<file path="src/hw/pbd_pkg.sv">
// package: address map, config bit positions and timing for the peripheral bus decoder
package pbd_pkg;

  // ************************************************************
  // apb register map (byte addresses)
  // ************************************************************
  localparam logic [11:0] PERIPH_CFG_OFFS = 12'h000;
  localparam logic [11:0] SYS_CFG_OFFS = 12'h004;
  localparam logic [11:0] STATUS_OFFS = 12'h008;
  localparam logic [15:0] PERIPH_CFG_RESET = 16'h0000;
  localparam logic [15:0] SYS_CFG_RESET = 16'h0000;

  // ************************************************************
  // peripheral_enable_config bit positions
  // ************************************************************
  localparam int BIT_CAN1 = 0;
  localparam int BIT_CAN2 = 1;
  localparam int BIT_XRAM_S = 2;
  localparam int BIT_XRAM_L = 3;
  localparam int BIT_RTC = 4;
  localparam int BIT_FLASH = 5;
  localparam int BIT_PWM = 6;
  localparam int BIT_ASC = 7;
  localparam int BIT_SSC = 8;
  localparam int BIT_I2C = 9;
  localparam int BIT_MISC = 10;

  // system_config bit positions
  localparam int BIT_GPB = 2;
  localparam int BIT_REMAP = 4;
  localparam int BIT_BOOT = 5;

  // ************************************************************
  // address map (24-bit linear space)
  // ************************************************************
  localparam logic [23:0] FCTRL_LO = 24'h0e0000;
  localparam logic [23:0] FCTRL_HI = 24'h0effff;
  localparam logic [23:0] XRAM_S_LO = 24'h00e000;
  localparam logic [23:0] XRAM_S_HI = 24'h00e7ff;
  localparam logic [23:0] XRAM_L_LO = 24'h0f0000;
  localparam logic [23:0] XRAM_L_HI = 24'h0f7fff;
  localparam logic [23:0] STBY_HI = 24'h0f3fff;
  localparam logic [23:0] TFLASH_LO = 24'h000000;
  localparam logic [23:0] TFLASH_HI = 24'h000fff;
  localparam logic [23:0] FL_LOW_LO = 24'h000000;
  localparam logic [23:0] FL_LOW_HI = 24'h007fff;
  localparam logic [23:0] FL_SEG1_LO = 24'h010000;
  localparam logic [23:0] FL_SEG1_HI = 24'h017fff;
  localparam logic [23:0] FL_B4_LO = 24'h018000;
  localparam logic [23:0] FL_HI = 24'h08ffff;
  localparam logic [23:0] FL_B5_LO = 24'h020000;

  // peripheral windows are 256 bytes; index by address bits [15:8] in segment 0
  localparam int NPER = 8;
  localparam logic [15:0] SEG0_HI_BITS = 16'h0000;
  typedef enum logic [2:0] {
    PBD_P_CAN1 = 3'h0, PBD_P_CAN2 = 3'h1, PBD_P_RTC = 3'h2, PBD_P_PWM = 3'h3,
    PBD_P_ASC = 3'h4, PBD_P_SSC = 3'h5, PBD_P_I2C = 3'h6, PBD_P_MISC = 3'h7
  } pbd_periph_e;
  localparam logic [7:0] WIN_PAGE [NPER] = '{8'hef, 8'hee, 8'hed, 8'hec, 8'he9, 8'he8, 8'hea, 8'heb};
  localparam int WIN_BIT [NPER] = '{BIT_CAN1, BIT_CAN2, BIT_RTC, BIT_PWM, BIT_ASC, BIT_SSC, BIT_I2C, BIT_MISC};

  // ************************************************************
  // target codes and timing
  // ************************************************************
  typedef enum logic [3:0] {
    PBD_T_EXT = 4'h0, PBD_T_FLASH = 4'h1, PBD_T_FCTRL = 4'h2, PBD_T_XRAM_S = 4'h3,
    PBD_T_XRAM_L = 4'h4, PBD_T_PERIPH = 4'h5
  } pbd_target_e;

  localparam int CLK_MHZ = 40;
  localparam int PER_ACCESS_NS = 100;
  localparam int RAM_ACCESS_NS = 50;
  localparam int CYC_NS = 1000 / CLK_MHZ;
  // access time minus the two-cycle base bus cycle gives the wait states
  localparam int PER_WAIT = (PER_ACCESS_NS + CYC_NS - 1) / CYC_NS - RAM_ACCESS_NS / CYC_NS;
  localparam int RAM_WAIT = 0;

endpackage : pbd_pkg

</file>
<file path="src/hw/pbd_decoder.sv">
// peripheral bus address decoder, access checking and clock gating
// ************************************************************
// ************************************************************
//
// The APB interface to the registers and the register offsets are this design's own decisions.
module pbd_decoder
  import pbd_pkg::*;
#(
  parameter int ADDR_W = 24
) (
  input wire logic pclk,
  input wire logic presetn,
  input wire logic psel,
  input wire logic penable,
  input wire logic pwrite,
  input wire logic [11:0] paddr,
  input wire logic [31:0] pwdata,
  output logic [31:0] prdata,
  output logic pready,
  output logic pslverr,
  input wire logic acc_valid,
  input wire logic [ADDR_W-1:0] acc_addr,
  input wire logic acc_write,
  input wire logic acc_byte,
  input wire logic end_of_init_instruction,
  input wire logic periph_reset_req,
  output logic [3:0] tgt_q,
  output logic [7:0] periph_sel_q,
  output logic [3:0] flash_block_q,
  output logic second_bank_alias_q,
  output logic test_flash_sel_q,
  output logic standby_ram_q,
  output logic [1:0] wait_states_q,
  output logic width_err_q,
  output logic prog_erase_allow,
  output logic [NPER-1:0] periph_clk_en,
  output logic [NPER-1:0] periph_reset,
  output logic [NPER-1:0] periph_visible
);

  // ************************************************************
  // elaboration check and local field positions
  // ************************************************************
  // segment and page fields are sliced at fixed bits, so only a 24-bit space can be served
  if (ADDR_W != 24) begin : g_bad_addr_w
    $error("pbd_decoder: address width must be 24");
  end

  localparam int CFG_W = 16;
  localparam int STAT_W = 1 + 4 + NPER;
  localparam int SEG_MSB = 23;
  localparam int SEG_LSB = 16;
  localparam int PAGE_MSB = 15;
  localparam int PAGE_LSB = 8;
  localparam int BLK_W = 4;
  // the four 8K blocks at the bottom of a segment are told apart by these two bits
  localparam int BLK8K_MSB = 14;
  localparam int BLK8K_LSB = 13;
  // upper flash: segment 1 holds the 32K block 4, each later segment one 64K block
  localparam logic [7:0] SEG_BLK4 = 8'h01;
  localparam logic [BLK_W-1:0] BLK_FOUR = 4'h4;
  localparam logic [BLK_W-1:0] SEG_TO_BLK = 4'h3;
  // the last two blocks carry the second-bank alias
  localparam logic [BLK_W-1:0] FIRST_ALIAS_BLK = 4'ha;

  // ************************************************************
  // apb registers
  // ************************************************************
  logic [15:0] peripheral_enable_config_q;
  logic [15:0] system_config_q;
  logic end_of_init_instruction_done_q;
  logic apb_wr;
  logic hit_pcfg, hit_scfg, hit_stat;

  assign hit_pcfg = paddr == PERIPH_CFG_OFFS;
  assign hit_scfg = paddr == SYS_CFG_OFFS;
  assign hit_stat = paddr == STATUS_OFFS;
  assign apb_wr = psel && penable && pwrite;
  assign pready = 1'b1;
  // unmapped addresses answer with an error, reads return zero
  assign pslverr = psel && penable && !(hit_pcfg || hit_scfg || hit_stat);

  always_ff @(posedge pclk or negedge presetn) begin
    if (!presetn) begin
      peripheral_enable_config_q <= PERIPH_CFG_RESET;
    end else if (apb_wr && hit_pcfg) begin
      peripheral_enable_config_q <= pwdata[CFG_W-1:0];
    end
  end

  always_ff @(posedge pclk or negedge presetn) begin
    if (!presetn) begin
      system_config_q <= SYS_CFG_RESET;
    end else if (apb_wr && hit_scfg) begin
      system_config_q <= pwdata[CFG_W-1:0];
    end
  end

  // end of init is a one-way latch until reset
  always_ff @(posedge pclk or negedge presetn) begin
    if (!presetn) begin
      end_of_init_instruction_done_q <= 1'b0;
    end else if (end_of_init_instruction) begin
      end_of_init_instruction_done_q <= 1'b1;
    end
  end

  // read data is chosen in the setup cycle so it already stands when the access phase is sampled
  logic [31:0] rd_word;
  logic [31:0] status_word;

  assign status_word = {{(32 - STAT_W){1'b0}}, width_err_q, tgt_q, periph_sel_q};

  always_comb begin
    rd_word = 32'h0000_0000;
    if (hit_pcfg) begin
      rd_word[CFG_W-1:0] = peripheral_enable_config_q;
    end
    if (hit_scfg) begin
      rd_word[CFG_W-1:0] = system_config_q;
    end
    if (hit_stat) begin
      rd_word = status_word;
    end
  end

  always_ff @(posedge pclk or negedge presetn) begin
    if (!presetn) begin
      prdata <= 32'h0000_0000;
    end else if (psel && !penable && !pwrite) begin
      prdata <= rd_word;
    end
  end

  // ************************************************************
  // enables
  // ************************************************************
  logic gpb_en, remap, boot_mode;
  logic xram_s_on, xram_l_on, fctrl_on;
  logic [NPER-1:0] per_en;

  assign gpb_en = system_config_q[BIT_GPB];
  assign remap = system_config_q[BIT_REMAP];
  assign boot_mode = system_config_q[BIT_BOOT];
  assign xram_s_on = gpb_en && peripheral_enable_config_q[BIT_XRAM_S];
  assign xram_l_on = gpb_en && peripheral_enable_config_q[BIT_XRAM_L];
  assign fctrl_on = peripheral_enable_config_q[BIT_FLASH];
  assign prog_erase_allow = fctrl_on;

  for (genvar i = 0; i < NPER; i++) begin : g_en
    // each window needs the global enable and its own bit
    assign per_en[i] = gpb_en && peripheral_enable_config_q[WIN_BIT[i]];
    assign periph_visible[i] = per_en[i];
  end

  // ************************************************************
  // clock gating and reset suppression
  // ************************************************************
  // the misc block stays clocked; rams have no gate here
  for (genvar i = 0; i < NPER; i++) begin : g_clk
    pbd_gate_ctl #(
      .FREE_RUN(i == PBD_P_MISC)
    ) u_gate (
      .end_of_init_instruction_done(end_of_init_instruction_done_q),
      .enabled(per_en[i]),
      .reset_req(periph_reset_req),
      .clk_en(periph_clk_en[i]),
      .reset_out(periph_reset[i])
    );
  end

  // ************************************************************
  // address decode
  // ************************************************************
  logic in_fctrl, in_xs, in_xl, in_tf, in_fl_low, in_fl_seg1, in_fl_hi;
  logic [NPER-1:0] win_hit;
  logic seg1_map;

  assign in_fctrl = acc_addr >= FCTRL_LO && acc_addr <= FCTRL_HI;
  assign in_xs = acc_addr >= XRAM_S_LO && acc_addr <= XRAM_S_HI;
  assign in_xl = acc_addr >= XRAM_L_LO && acc_addr <= XRAM_L_HI;
  assign in_tf = acc_addr <= TFLASH_HI;
  assign in_fl_low = acc_addr <= FL_LOW_HI;
  assign in_fl_seg1 = acc_addr >= FL_SEG1_LO && acc_addr <= FL_SEG1_HI;
  assign in_fl_hi = acc_addr >= FL_B4_LO && acc_addr <= FL_HI;
  assign seg1_map = remap || acc_write;

  for (genvar i = 0; i < NPER; i++) begin : g_win
    pbd_win_match #(
      .PAGE(WIN_PAGE[i])
    ) u_win (
      .seg(acc_addr[SEG_MSB:SEG_LSB]),
      .page(acc_addr[PAGE_MSB:PAGE_LSB]),
      .enable(per_en[i]),
      .hit(win_hit[i])
    );
  end

  // block numbers: bottom four 8K blocks by two address bits, upper blocks by segment number
  logic [3:0] lo_blk;
  logic [3:0] hi_blk;

  assign lo_blk = 4'(acc_addr[BLK8K_MSB:BLK8K_LSB]);

  always_comb begin
    hi_blk = 4'(acc_addr[SEG_LSB+BLK_W-1:SEG_LSB] + SEG_TO_BLK);
    if (acc_addr[SEG_MSB:SEG_LSB] == SEG_BLK4) begin
      hi_blk = BLK_FOUR;
    end
  end

  pbd_target_e tgt_d;
  logic [3:0] blk_d;
  logic tf_d;

  always_comb begin
    tgt_d = PBD_T_EXT;
    blk_d = 4'h0;
    tf_d = 1'b0;
    if (in_fctrl && fctrl_on) begin
      tgt_d = PBD_T_FCTRL;
    end else if (in_xs && xram_s_on) begin
      tgt_d = PBD_T_XRAM_S;
    end else if (in_xl && xram_l_on) begin
      tgt_d = PBD_T_XRAM_L;
    end else if (|win_hit) begin
      tgt_d = PBD_T_PERIPH;
    end else if (boot_mode && in_tf && !acc_write) begin
      tgt_d = PBD_T_FLASH;
      tf_d = 1'b1;
    end else if (!seg1_map && in_fl_low) begin
      tgt_d = PBD_T_FLASH;
      blk_d = lo_blk;
    end else if (seg1_map && in_fl_seg1) begin
      tgt_d = PBD_T_FLASH;
      blk_d = lo_blk;
    end else if (in_fl_hi) begin
      tgt_d = PBD_T_FLASH;
      blk_d = hi_blk;
    end
    // disabled ram ranges fall through to external, picking up its chip select
  end

  // ************************************************************
  // registered decode outputs
  // ************************************************************
  // each output keeps the last decode until the next request, so a bus cycle may use it throughout
  always_ff @(posedge pclk or negedge presetn) begin
    if (!presetn) begin
      tgt_q <= PBD_T_EXT;
    end else if (acc_valid) begin
      tgt_q <= tgt_d;
    end
  end

  always_ff @(posedge pclk or negedge presetn) begin
    if (!presetn) begin
      periph_sel_q <= 8'h00;
    end else if (acc_valid) begin
      periph_sel_q <= tgt_d == PBD_T_PERIPH ? win_hit : 8'h00;
    end
  end

  always_ff @(posedge pclk or negedge presetn) begin
    if (!presetn) begin
      flash_block_q <= 4'h0;
    end else if (acc_valid) begin
      flash_block_q <= blk_d;
    end
  end

  always_ff @(posedge pclk or negedge presetn) begin
    if (!presetn) begin
      test_flash_sel_q <= 1'b0;
    end else if (acc_valid) begin
      test_flash_sel_q <= tf_d;
    end
  end

  always_ff @(posedge pclk or negedge presetn) begin
    if (!presetn) begin
      second_bank_alias_q <= 1'b0;
    end else if (acc_valid) begin
      second_bank_alias_q <= tgt_d == PBD_T_FLASH && !tf_d && blk_d >= FIRST_ALIAS_BLK;
    end
  end

  always_ff @(posedge pclk or negedge presetn) begin
    if (!presetn) begin
      standby_ram_q <= 1'b0;
    end else if (acc_valid) begin
      standby_ram_q <= tgt_d == PBD_T_XRAM_L && acc_addr <= STBY_HI;
    end
  end

  // rams and flash control take no wait state; peripherals take the two of their longer access
  always_ff @(posedge pclk or negedge presetn) begin
    if (!presetn) begin
      wait_states_q <= 2'h0;
    end else if (acc_valid) begin
      wait_states_q <= tgt_d == PBD_T_PERIPH ? 2'(PER_WAIT) : 2'(RAM_WAIT);
    end
  end

  // byte or word is fine everywhere except in the word-only peripheral windows
  always_ff @(posedge pclk or negedge presetn) begin
    if (!presetn) begin
      width_err_q <= 1'b0;
    end else if (acc_valid) begin
      width_err_q <= tgt_d == PBD_T_PERIPH && acc_byte;
    end
  end

endmodule : pbd_decoder

// ************************************************************
// one peripheral window: claims its 256-byte page of segment 0
// ************************************************************
module pbd_win_match
  import pbd_pkg::*;
#(
  parameter logic [7:0] PAGE = 8'h00
) (
  input wire logic [7:0] seg,
  input wire logic [7:0] page,
  input wire logic enable,
  output logic hit
);

  // the enable gates the match itself, so a disabled window never claims its page
  assign hit = enable && seg == SEG0_HI_BITS[7:0] && page == PAGE;

endmodule : pbd_win_match

// ************************************************************
// clock enable and reset pass for one peripheral
// ************************************************************
module pbd_gate_ctl #(
  parameter bit FREE_RUN = 1'b0
) (
  input wire logic end_of_init_instruction_done,
  input wire logic enabled,
  input wire logic reset_req,
  output logic clk_en,
  output logic reset_out
);

  if (FREE_RUN) begin : g_free
    assign clk_en = 1'b1;
  end else begin : g_gated
    // until end of init every peripheral runs, so software can set it up before it is frozen
    assign clk_en = !end_of_init_instruction_done || enabled;
  end

  // a stopped peripheral could not act on a reset; holding it back avoids a half-applied one
  assign reset_out = reset_req && clk_en;

endmodule : pbd_gate_ctl

</file>
<file path="config.mk">
export PLATFORM = sky130hd
export DESIGN_NAME = pbd_decoder
export DESIGN_NICKNAME = d
export VERILOG_FILES = /design/src/hw/pbd_pkg.sv /design/src/hw/pbd_decoder.sv
export SDC_FILE = /design/constraint.sdc
export NUM_CORES = 1
export LEC_CHECK = 0
export ABC_AREA = 1
export BUFFER_PORTS_ARGS = -buffer_cell sky130_fd_sc_hd__buf_2
export CAP_MARGIN = 10
export CORE_MARGIN = 3
export CORE_UTILIZATION = 45
export DETAILED_ROUTE_END_ITERATION = 8
export PLACE_DENSITY = 0.76
export SLEW_MARGIN = 20
export SYNTH_ARGS = -nofsm -noshare
export SYNTH_HDL_FRONTEND = slang
export SYNTH_SLANG_ARGS = --single-unit
export TNS_END_PERCENT = 10
</file>
<file path="constraint.sdc">
create_clock -name pclk -period 2.8 [get_ports pclk]
set_clock_uncertainty 0.15 [all_clocks]
set_input_delay 0.28 -clock pclk [delete_from_list [all_inputs] [get_ports pclk]]
set_output_delay 0.28 -clock pclk [all_outputs]
set_load 0.1 [all_outputs]
</file>
# After elaboration in Yosys (flattened, before gate mapping)
# Cells that the tools add are included.
dict set report totals {
  in_bits 78
  regBits 87
  out_inout_bits 81
}
dict set report classes {
  n_mux 27
  magnitude_cmp 14
  eq_ne 14
  n_reduce_logical 76
  n_addsub 1
}
# cell count
set op_table {}
lappend op_table {{$le 24x20->1 const B} 4}
lappend op_table {{$eq 8x8->1 const B} 8}
lappend op_table {{$logic_and 1x1->1} 56}
lappend op_table {{$ge 24x17->1 const B} 2}
lappend op_table {{$ge 24x20->1 const B} 2}
lappend op_table {{$mux 16} 3}
lappend op_table {{$mux 4} 10}
lappend op_table {{$ge 24x16->1 const B} 1}
lappend op_table {{$le 24x12->1 const B} 1}
lappend op_table {{$le 24x15->1 const B} 1}
lappend op_table {{$le 24x16->1 const B} 1}
lappend op_table {{$le 24x17->1 const B} 1}
lappend op_table {{$eq 12x3->1 const B} 1}
lappend op_table {{$eq 12x4->1 const B} 1}
lappend op_table {{$logic_not 12->1} 1}
lappend op_table {{$logic_or 1x1->1} 10}
lappend op_table {{$mux 1} 9}
lappend op_table {{$mux 3} 3}
lappend op_table {{$eq 4x3->1 const B} 2}
lappend op_table {{$eq 8x1->1 const B} 1}
lappend op_table {{$logic_not 8->1} 1}
lappend op_table {{$mux 8} 1}
lappend op_table {{$reduce_or 8->1} 1}
lappend op_table {{$logic_not 1->1} 7}
lappend op_table {{4 further kinds} 4}

# Longest topological paths before layout
# Gate-level depths: netlist of the first run.
dict set report logic_depth {
  depth_word 13
  mapped_depth 14
}

# Cells and area by module
# A second synthesis of the first run with hierarchy kept.
dict set report hier_totals {
  cells_unflattened 690
  area_unflattened_um2 4635.7
}
# module seq_area_each_um2 area_each_um2 instances cells_each
set by_module_without_submodules {}
lappend by_module_without_submodules {pbd_decoder 1726.7 3921.3 1 523}
lappend by_module_without_submodules {{pbd_win_match at g_win[3].u_win ...} 0.0 70.1 3 18}
lappend by_module_without_submodules {{pbd_win_match at g_win[1].u_win ...} 0.0 68.8 3 16}
lappend by_module_without_submodules {{pbd_gate_ctl at g_clk[0].u_gate ...} 0.0 20.0 7 4}
lappend by_module_without_submodules {{pbd_win_match at g_win[5].u_win} 0.0 73.8 1 19}
lappend by_module_without_submodules {{pbd_win_match at g_win[0].u_win} 0.0 65.1 1 15}
lappend by_module_without_submodules {{pbd_gate_ctl at g_clk[7].u_gate} 0.0 18.8 1 3}

# Least setup slack after synthesis of the first run
# Ideal clock, no wire load.
dict set report synth_path {
  path_kind {input to output}
  start {input paddr[11]}
  end {output pslverr}
  stages 7
  n_path_buf 1
  path_slack_ns -1.338
  arrival_ns 3.708
  path_cell_list {nor2_1 -> nand2_1 -> nor2_1 -> inv_1 -> nor2_4 -> clkbuf_1 -> nor4_1}
}
dict set report synth_via {
  elab_chain_cells 5
}
# element line_no
set synth_lines {}
lappend synth_lines {{start: declaration} pbd_decoder.sv:16} ;# input wire logic [11:0] paddr,
lappend synth_lines {{$eq 12x3->1 or $logic_not 12->1 (tied branches)} {pbd_decoder.sv:76, pbd_decoder.sv:75}}
lappend synth_lines {{$logic_or 1x1->1} pbd_decoder.sv:81} ;# assign pslverr = psel && penable && !(hit_pcfg || hit_scfg || hit_stat);
lappend synth_lines {{$logic_or 1x1->1 (*)} pbd_decoder.sv:81}
lappend synth_lines {{$logic_not 1->1 (*)} pbd_decoder.sv:81}
lappend synth_lines {{$logic_and 1x1->1 (*)} pbd_decoder.sv:81}
lappend synth_lines {{end: declaration} pbd_decoder.sv:20} ;# output logic pslverr,
# Every way passes the cells marked *; elsewhere a longest branch is shown, timed or not.

# Worst setup path after layout of the first run
dict set report layout_path {
  start {register system_config_q[2]}
  end {output periph_reset[6]}
}
dict set report layout_via {
  elab_chain_cells 3
}
# element line_no
set layout_lines {}
lappend layout_lines {{start: declaration} pbd_decoder.sv:70} ;# logic [15:0] system_config_q;
lappend layout_lines {{start signal: assignment} pbd_decoder.sv:95} ;# system_config_q <= pwdata[CFG_W-1:0];
lappend layout_lines {{$logic_and 1x1->1} pbd_decoder.sv:152} ;# assign per_en[i] = gpb_en && peripheral_enable_config_q[WIN_BIT[i]];
lappend layout_lines {{$logic_or 1x1->1} pbd_decoder.sv:352} ;# assign clk_en = !end_of_init_instruction_done || enabled;
lappend layout_lines {{$logic_and 1x1->1} pbd_decoder.sv:356} ;# assign reset_out = reset_req && clk_en;
lappend layout_lines {{end: declaration} pbd_decoder.sv:37} ;# output logic [NPER-1:0] periph_reset,
# Every way passes these cells.

==> impl_metrics.toml, run 1 <==
[detailed_routing]
dr.pass1.iters = 5
num_vias = 4102
drt-vias-per-instance = 5.00
drcViolationCount = 0
routedWlPerCell_um = 14.2
drt_wl_total_mm = 11.7
ant_nets = 0
drt_iter0_markers = 297

[cells_and_area]
area_growth_syn_to_layout_pct = 16.9
drive_gt1_share_pct = 26.9
utilization_pct = 54.5
nNetsFinal = 768
antennaDiodeCount = 0

[global_route]
antenna_found_initial = 0
grt_max_degree = 33
grt_usage_pct = 21.6
grt_pass1_wl_mm = 19.1
grt_pass1_vias = 3955
overflow = 0

[die]
die_h_um = 104
start_util_pct = 46.6
coreArea_um2 = 9280
dieArea_um2 = 10800
num_rows = 35
ios = 159
dieWidth_um = 104

[hold_path]
hold_class = "in2reg"
worstHoldStart = "acc_byte"

[setup_path]
path_class = "reg2out"
rrSetupSlack_ps = 830
critPathArrivalTime_ps = 1780
cp_max_fo = 13
required_ps = 2370
r2r_start = "system_config_q[2]$_DFFE_PN0P_"
setup.worst_path.start_class = "flop"
crit_path_start = "system_config_q[2]$_DFFE_PN0P_"
end_kind = "primary output"

[clock_network]
cts_made_buffers = 9
hold_buffers = 2
cts_tree = "done"
clock-sinks = 69
cts_resized = 0
post_cts_buffers = 0
clock_path_buffers = 2
htree_levels = 3
cts-root-buf = "clkbuf_8"
path_clk_slew_ps = 70
clock_latency_ps = 350

[sta]
hold_viol = 0
finalCriticalPeriod_ps = 2210
worst_slew_margin_rel_pct = 51.5
setup_violations = 0
setup_ws_ps = 588
fin_setup_tns_ps = 0
fin_hold_ws_ps = 17.5
slew_viol_final = 0
fmax_ghz = 0.452
rsz0062_at_grt = "no"
period_share_pct = 79.0
worst_pin_slew_ps = 728

[power_and_ir_drop]
p_per_area_nw_per_um2 = 485
ir_drop_mv = 0.332
leakagePower_uw = 0.00275

[place]
hpwlAfterDp_mm = 9.00
gp_congestion = 0.878
numPortBuffers = 122
pre_cts_slack_ps = 568

[logic_synthesis]
ys_seq_elements = 69
synth_xor_area_share_pct = 0
synthMuxAreaShare_pct = 0
netlist_area_um2 = 4330
yosysWarnings = 0
syn_avg_cell_area_um2 = 7.39
synth_compound_area_share_pct = 14.0
dominantRegCellSynth = "dfrtp_1"
synth_cell_types = 40
yosysSeqAreaShare_pct = 39.9
synth_cells = 586
synth_top_family_by_area = "simple AND/OR/NAND/NOR gates"
synth_edf_count = 0
async_flop_share_pct = 100
synth_adder_area_share_pct = 1.16
yosys.area_share.simple_pct = 29.2

[job]
drv_cap = 0

[outcome]
status = "complete, no violations"
## cells by family after synthesis
group / Yosys count
compound gates: 110
fa+ha+maj: 4
buf+inv: 131
flops: 69
other cells: 2
simple gates: 270
## path summary, 6_finish.rpt
kind / endpoint / cells past startpoint
setup reg to reg: second_bank_alias_q$_DFFE_PN0P_ / 11
max in group asynchronous: prdata[13]$_DFFE_PN0P_ / 3
hold reg to reg: wait_states_q[1]$_DFFE_PN0P_ / 2
setup / recovery: periph_reset[6] / 3
min in group asynchronous: peripheral_enable_config_q[6]$_DFFE_PN0P_ / 2
hold / removal: width_err_q$_DFFE_PN0P_ / 3
## worst max-delay path: stages, from the launching register on
cell	delay [ps]
dfrtp_1	630
nand2_1	210
a21oi_1	160
buf_2	440
## per-layer routing
layer / up-vias / global-route usage [%] / wire length (um)
li1: 2023 / - / -
met1: 1898 / 28.3 / 4870
met2: 159 / 35.9 / 5770
met3: 22 / 4.72 / 811
met4: 0 / 6.65 / 218
met5: - / 0 / 0
## area by class of cell
class	instances	area [um^2]
clock buffer	11	141
clock inverter	5	58.8
fill	938	4220
inverter	68	255
multi-input combinational	404	2010
sequential	69	1730
tap	129	161
timing repair buffer	134	706
## power by group
group | switching, uW | internal [uW]
clock network | 396 | 438
registers | 19.2 | 1020
logic | 480 | 94.8
total | 896 | 1560
## layout by cell type (no fill, tap or decap), types with 7 or more instances in the layout
cell type  count
nor2_2         7
nor2_1        59
buf_2        122
nand2_1      124
inv_1         65
o21ai_0       50
nand3_1       30
buf_4         10
nand4_1       10
a21oi_1       37
conb_1        20
clkbuf_8      10
o21ai_1        7
nor3_1        10
dfrtp_1       69
nand2_2       10
a22o_1         8
## flip-flops by register name, summed over array words and instances, names as in the netlist
signal,count
standby_ram_q,1
second_bank_alias_q,1
test_flash_sel_q,1
end_of_init_instruction_done_q,1
periph_sel_q,8
width_err_q,1
wait_states_q,1
prdata,16
system_config_q,16
flash_block_q,4
peripheral_enable_config_q,16
tgt_q,3
## per-stage QoR
| step | total power (uW) | std cells | instance area [um^2] |
|---|---|---|---|
| 5_1_grt | 2550 | 820 | 5060 |
| 2_1_floorplan | 1510 | 604 | 4410 |
| 4_1_cts | 2460 | 820 | 5060 |
| 6_report | 2450 | 820 | 5060 |
| 3_5_place_dp | 1630 | 802 | 4840 |
| 3_3_place_gp | 1630 | 802 | 4840 |
## synth_stat cells, types with 3 or more instances
library cell	instances	area (um^2)
nand2_2	10	62.6
clkbuf_1	14	52.6
inv_1	65	244
nand3_1	30	150
nor2_4	3	33.8
nor2_1	59	221
nand4_1	10	62.6
nor3_1	10	50.1
nor2_2	7	43.8
ha_1	4	50.1
nand2_1	124	465
dfrtp_1	69	1730
a22o_1	8	70.1
o21ai_1	7	35.0
nand3b_1	3	22.5
o21ai_0	50	250
buf_4	44	330
a21oi_1	37	185
nand3_2	4	40.0
Power figures use the tool's default switching activity.
==> run 2: changes to the inputs <==
--- a/config.mk
+++ b/config.mk
@@ -11,7 +11,7 @@
 export CORE_MARGIN = 3
 export CORE_UTILIZATION = 45
 export DETAILED_ROUTE_END_ITERATION = 8
-export PLACE_DENSITY = 0.76
+export PLACE_DENSITY = 0.79
 export SLEW_MARGIN = 20
 export SYNTH_ARGS = -nofsm -noshare
 export SYNTH_HDL_FRONTEND = slang
==> constraint.sdc (replaced) <==
create_clock -name pclk -period 1.9 [get_ports pclk]
set_clock_uncertainty 0.15 [all_clocks]
set_input_delay 0.19 -clock pclk [delete_from_list [all_inputs] [get_ports pclk]]
set_output_delay 0.19 -clock pclk [all_outputs]
set_load 0.1 [all_outputs]
==> impl_metrics.toml, run 2 (synthesized netlist as in run 1, its figures left out) <==
[outcome]
status = "complete, no violations"

[clock_network]
path_clk_slew_ps = 70
clock-sinks = 69
cts-root-buf = "clkbuf_8"
cts_made_buffers = 9
cts_tree = "done"
clock_path_buffers = 2
clock_latency_ps = 350
htree_levels = 3

[detailed_routing]
drt_iter0_markers = 406
ant_nets = 0
drcViolationCount = 0
dr.pass1.iters = 8
drt-vias-per-instance = 5.22
num_vias = 4511
drt_wl_total_mm = 12.8
routedWlPerCell_um = 14.8

[setup_path]
path_class = "reg2out"
end_kind = "primary output"
cp_max_fo = 4
crit_buf_inv = 3
rrSetupSlack_ps = 50
worst_path_most_repeated_cell = "buf_12"
cp_top_family = "buffers and inverters"
cp_cell_sequence = "buf_12 > nand2_1 > buf_4 > a21oi_1 > buf_12"
critPathArrivalTime_ps = 1530
required_ps = 1560
cpMaxStageDelayCell = "dfrtp_2"
max_stage_delay_ps = 410
setup.worst_path.start_class = "flop"

[cells_and_area]
layout_commonest_cell = "nand2_1"
area_growth_syn_to_layout_pct = 35.8
nNetsFinal = 813
layout_common_cells = "nand2_1, buf_2, dfrtp_1, inv_1, nor2_1"
seq_area_um2 = 1730
utilization_pct = 63.3
antennaDiodeCount = 0
drive_gt1_share_pct = 31.0
reg_top3 = "peripheral_enable_config_q (16), prdata (16), system_config_q (16)"
n_fill_cell = 790
multiInputGateArea_um2 = 2050

[global_route]
grt_usage_pct = 23.4
grt_max_degree = 42
overflow = 0
grt_pass1_vias = 4379
antenna_found_initial = 0
grt_pass1_wl_mm = 20.8

[power_and_ir_drop]
fin_total_pwr_uw = 3860
power_switching_uw = 1310
seqPwrFrac_pct = 39.7
comb_power_share_pct = 23.3
switching_share_pct = 34.0
p_clk_share_pct = 37.0
leakagePower_uw = 0.00305
ir_drop_mv = 0.567
p_per_area_nw_per_um2 = 657
power.internal_uw = 2550

[sta]
finalCriticalPeriod_ps = 1870
worst_pin_slew_ps = 536
worst_slew_margin_rel_pct = 64.2
fin_setup_tns_ps = 0
fin_hold_ws_ps = 4.49
period_share_pct = 98.4
rsz0062_at_grt = "yes"
fmax_ghz = 0.535
setup_violations = 0
hold_viol = 0
slew_viol_final = 0

[die]
dieArea_um2 = 10800
dieWidth_um = 104
ios = 159
coreArea_um2 = 9280
start_util_pct = 46.6
num_rows = 35
die_h_um = 104

[place]
hpwlAfterDp_mm = 9.75
gp_congestion = 1.01
numPortBuffers = 122

[hold_path]
hold_class = "in2reg"

[job]
drv_cap = 0
[run 2: changes by cell type in the layout (fill, tap and decap cells not counted), sizes merged]
| cell | before | now |
|---|---|---|
| buf | 132 | 161 |
| dlygate4sd3 | 2 | 17 |
| bufinv | 1 | 3 |
| clkinv | 2 | 4 |
| clkinvlp | 2 | 0 |
| clkbuf | 11 | 10 |
| inv | 68 | 67 |
[run 2: area by class of cell]
type                    count  share of cell area, %
inverters                  68                   4.34
repair buffers            179                   24.7
clock inverters             6                   1.91
multi-input cells         404                   34.8
flip-flops and latches     69                   29.4
well taps                 129                   2.74
clock buffers               9                   2.11
[run 2: power groups by stage]
stage	Sequential, uW	Clock (uW)	Combinational, uW
floorplan	1860	0	376
global placement	1560	0	854
detailed placement	1560	0	868
CTS	1530	1440	898
global route	1540	1500	949
finish	1530	1430	901
[run 2: stage by stage]
| stage | instances | instance area (um^2) | worst slack (ps) |
|---|---|---|---|
| floorplan | 604 | 4440 | -188 |
| CTS | 862 | 5830 | 8.85 |
| global placement | 829 | 5410 | 71.8 |
| finish | 864 | 5880 | 30.5 |
| global route | 864 | 5880 | -32.7 |
| detailed placement | 829 | 5410 | -15.2 |
[run 2: timing repair]
| action | 4_1_cts | 5_1_grt |
|---|---|---|
| endpoints found under the setup margin | 9 | 6 |
| buffers inserted | 1 | 2 |
| gates resized for setup | 2 | 11 |
| endpoints found under the hold margin | 95 | 0 |
| hold buffers | 17 | 0 |
| pin swaps | 0 | 2 |
[run 2: worst paths after layout]
check	cells after the start	startpoint	to
setup / recovery	5	system_config_q[2]$_DFFE_PN0P_	periph_reset[2]
hold / removal	2	acc_valid	width_err_q$_DFFE_PN0P_
setup reg to reg	9	system_config_q[2]$_DFFE_PN0P_	wait_states_q[1]$_DFFE_PN0P_
hold reg to reg	2	wait_states_q[1]$_DFFE_PN0P_	wait_states_q[1]$_DFFE_PN0P_
max in group asynchronous	3	presetn	system_config_q[2]$_DFFE_PN0P_
min in group asynchronous	2	presetn	end_of_init_instruction_done_q$_DFFE_PN0P_
[run 2: metal layers]
layer	GRT usage [%]	routed length, um
met2	39.9	6380
met3	6.52	1120
met4	7.98	298
met1	28.6	5010
met5	0	0
==> run 3: changes to the inputs <==
--- a/config.mk
+++ b/config.mk
@@ -6,7 +6,7 @@
 export NUM_CORES = 1
 export LEC_CHECK = 0
 export ABC_AREA = 1
-export BUFFER_PORTS_ARGS = -buffer_cell sky130_fd_sc_hd__buf_2
+export BUFFER_PORTS_ARGS = -buffer_cell sky130_fd_sc_hd__clkbuf_2
 export CAP_MARGIN = 10
 export CORE_MARGIN = 3
 export CORE_UTILIZATION = 45
==> impl_metrics.toml, run 3 (synthesized netlist as in run 1, its figures left out) <==
[outcome]
status = "complete, no violations"

[clock_network]
htree_levels = 3
cts_tree = "done"
clock_path_buffers = 2
path_clk_slew_ps = 80
clock-sinks = 69
clock_latency_ps = 350
cts-root-buf = "clkbuf_8"
cts_made_buffers = 9

[die]
dieArea_um2 = 10800
ios = 159
num_rows = 35
die_h_um = 104
start_util_pct = 46.6
dieWidth_um = 104
coreArea_um2 = 9280

[place]
place_inst = 829
numPortBuffers = 122
hpwlAfterDp_mm = 9.67
pre_cts_slack_ps = 47.5
gp_congestion = 0.898

[setup_path]
r2r-end = "width_err_q$_DFFE_PN0P_"
end_kind = "primary output"
max_stage_delay_ps = 580
crit_buf_inv = 1
cpMaxStageDelayCell = "dfrtp_1"
critPathArrivalTime_ps = 1500
rrSetupSlack_ps = 90
required_ps = 1560
cp_cell_sequence = "a21oi_1 > buf_12"
setup.worst_path.start_class = "flop"
cp_top_family = "flip-flops"
r2r_start = "system_config_q[2]$_DFFE_PN0P_"
path_class = "reg2out"
cp_max_fo = 15
rr_worst_depth = 9

[global_route]
grt_pass1_wl_mm = 20.2
grt_pass1_vias = 4130
grt_max_degree = 70
grt_usage_pct = 22.9
overflow = 0
antenna_found_initial = 0

[sta]
worst_pin_slew_ps = 564
fin_setup_tns_ps = 0
finalCriticalPeriod_ps = 1840
hold_viol = 0
period_share_pct = 97.0
fin_hold_ws_ps = 11.3
rsz0062_at_grt = "yes"
worst_slew_margin_rel_pct = 62.6
setup_violations = 0
fmax_ghz = 0.542
slew_viol_final = 0
setup_ws_ps = 56.4

[cells_and_area]
layout_common_cells = "nand2_1, clkbuf_2, dfrtp_1, inv_1, nor2_1"
layout_commonest_cell = "nand2_1"
drive_gt1_share_pct = 30.7
multiInputGateArea_um2 = 2060
nNetsFinal = 814
layout.cells.non_filler = 866
reg_top3 = "peripheral_enable_config_q (16), prdata (16), system_config_q (16)"
antennaDiodeCount = 0
area_growth_syn_to_layout_pct = 35.2
n_fill_cell = 825
seq_area_um2 = 1730

[hold_path]
hold_end = "width_err_q$_DFFE_PN0P_"
hold_class = "in2reg"
worstHoldStart = "acc_valid"
hold_depth = 2

[power_and_ir_drop]
seqPwrFrac_pct = 42.2
power_switching_uw = 1340
comb_power_share_pct = 24.5
switching_share_pct = 36.9
power.internal_uw = 2300
ir_drop_mv = 0.638
p_clk_share_pct = 33.3
leakagePower_uw = 0.00302
p_per_area_nw_per_um2 = 622

[detailed_routing]
num_vias = 4300
dr.pass1.iters = 5
drcViolationCount = 0
drt-vias-per-instance = 4.97
drt_iter0_markers = 258
drt_wl_total_mm = 12.5
routedWlPerCell_um = 14.4
ant_nets = 0

[job]
drv_cap = 0
==> run 3: changes by cell type in the layout (fill, tap and decap cells not counted), moves of 2 or more <==
| cell | previous run | this run |
|---|---|---|
| nand2_2 | 12 | 10 |
| inv_6 | 0 | 2 |
| buf_2 | 99 | 1 |
| clkinvlp_4 | 0 | 2 |
| nand2_1 | 122 | 124 |
| bufinv_16 | 3 | 1 |
| dlygate4sd3_1 | 17 | 19 |
| clkbuf_2 | 0 | 98 |
==> run 3: worst max-delay path by stage <==
| stage | start | depth (start not counted) | end |
|---|---|---|---|
| 2_1_floorplan | paddr[5] | 7 | pslverr |
| 6_report | end_of_init_instruction_done_q$_DFFE_PN0P_ | 2 | periph_reset[1] |
| 3_5_place_dp | acc_addr[16] | 11 | wait_states_q[1]$_DFFE_PN0P_ |
| 3_3_place_gp | acc_addr[16] | 11 | width_err_q$_DFFE_PN0P_ |
| 5_1_grt | system_config_q[2]$_DFFE_PN0P_ | 12 | second_bank_alias_q$_DFFE_PN0P_ |
| 4_1_cts | system_config_q[2]$_DFFE_PN0P_ | 4 | periph_reset[6] |
==> run 3: per-layer routing <==
metal  up-vias  global-route usage [%]  part of all wire, %
met3        24                    3.91                  5.4
met2       154                    39.0                   50
met4         0                    8.83                  2.5
met1      2006                    29.0                   42
met5         -                       0                    0
li1       2116                       -                    -
==> run 3: final cells by class <==
| cell class | count | area share, % |
|---|---|---|
| clock buffers | 10 | 2.18 |
| repair buffers | 180 | 24.8 |
| well taps | 129 | 2.76 |
| multi-input cells | 404 | 35.2 |
| flip-flops and latches | 69 | 29.5 |
| clock inverters | 6 | 1.22 |
| inverters | 68 | 4.36 |
==> run 3: per-stage QoR <==
step	total power [uW]	util (%)	instance area [um^2]
after global placement	2410	58.3	5410
after detailed placement	2420	58.3	5410
final	3640	63.0	5850
after CTS	3660	62.5	5810
after global routing	3770	63.0	5850
after floorplan	2230	-	4440
==> run 3: power by group through the flow <==
stage | logic [uW] | clock network (uW) | registers, uW
detailed placement | 859 | 0 | 1560
global route | 945 | 1290 | 1540
floorplan | 376 | 0 | 1860
finish | 894 | 1210 | 1540
CTS | 892 | 1230 | 1530
global placement | 847 | 0 | 1560
==> run 3: worst reg2reg max path: stages (launching register included) <==
cell and delay [ps]:
dfrtp_2 440, buf_4 170, nand2_1 90, inv_1 60, buf_4 150, nand4_1 150, nand4_1 120, or2_4 260
nand3_2 60, o21ai_2 50
==> run 3: what timing repair did <==
| item | in CTS | in global routing |
|---|---|---|
| gates resized for setup | 2 | 8 |
| pin swaps | 0 | 1 |
| setup endpoints to repair | 6 | 11 |
| endpoints found under the hold margin | 103 | 0 |
| buffers inserted | 0 | 2 |
| hold buffers | 19 | 0 |
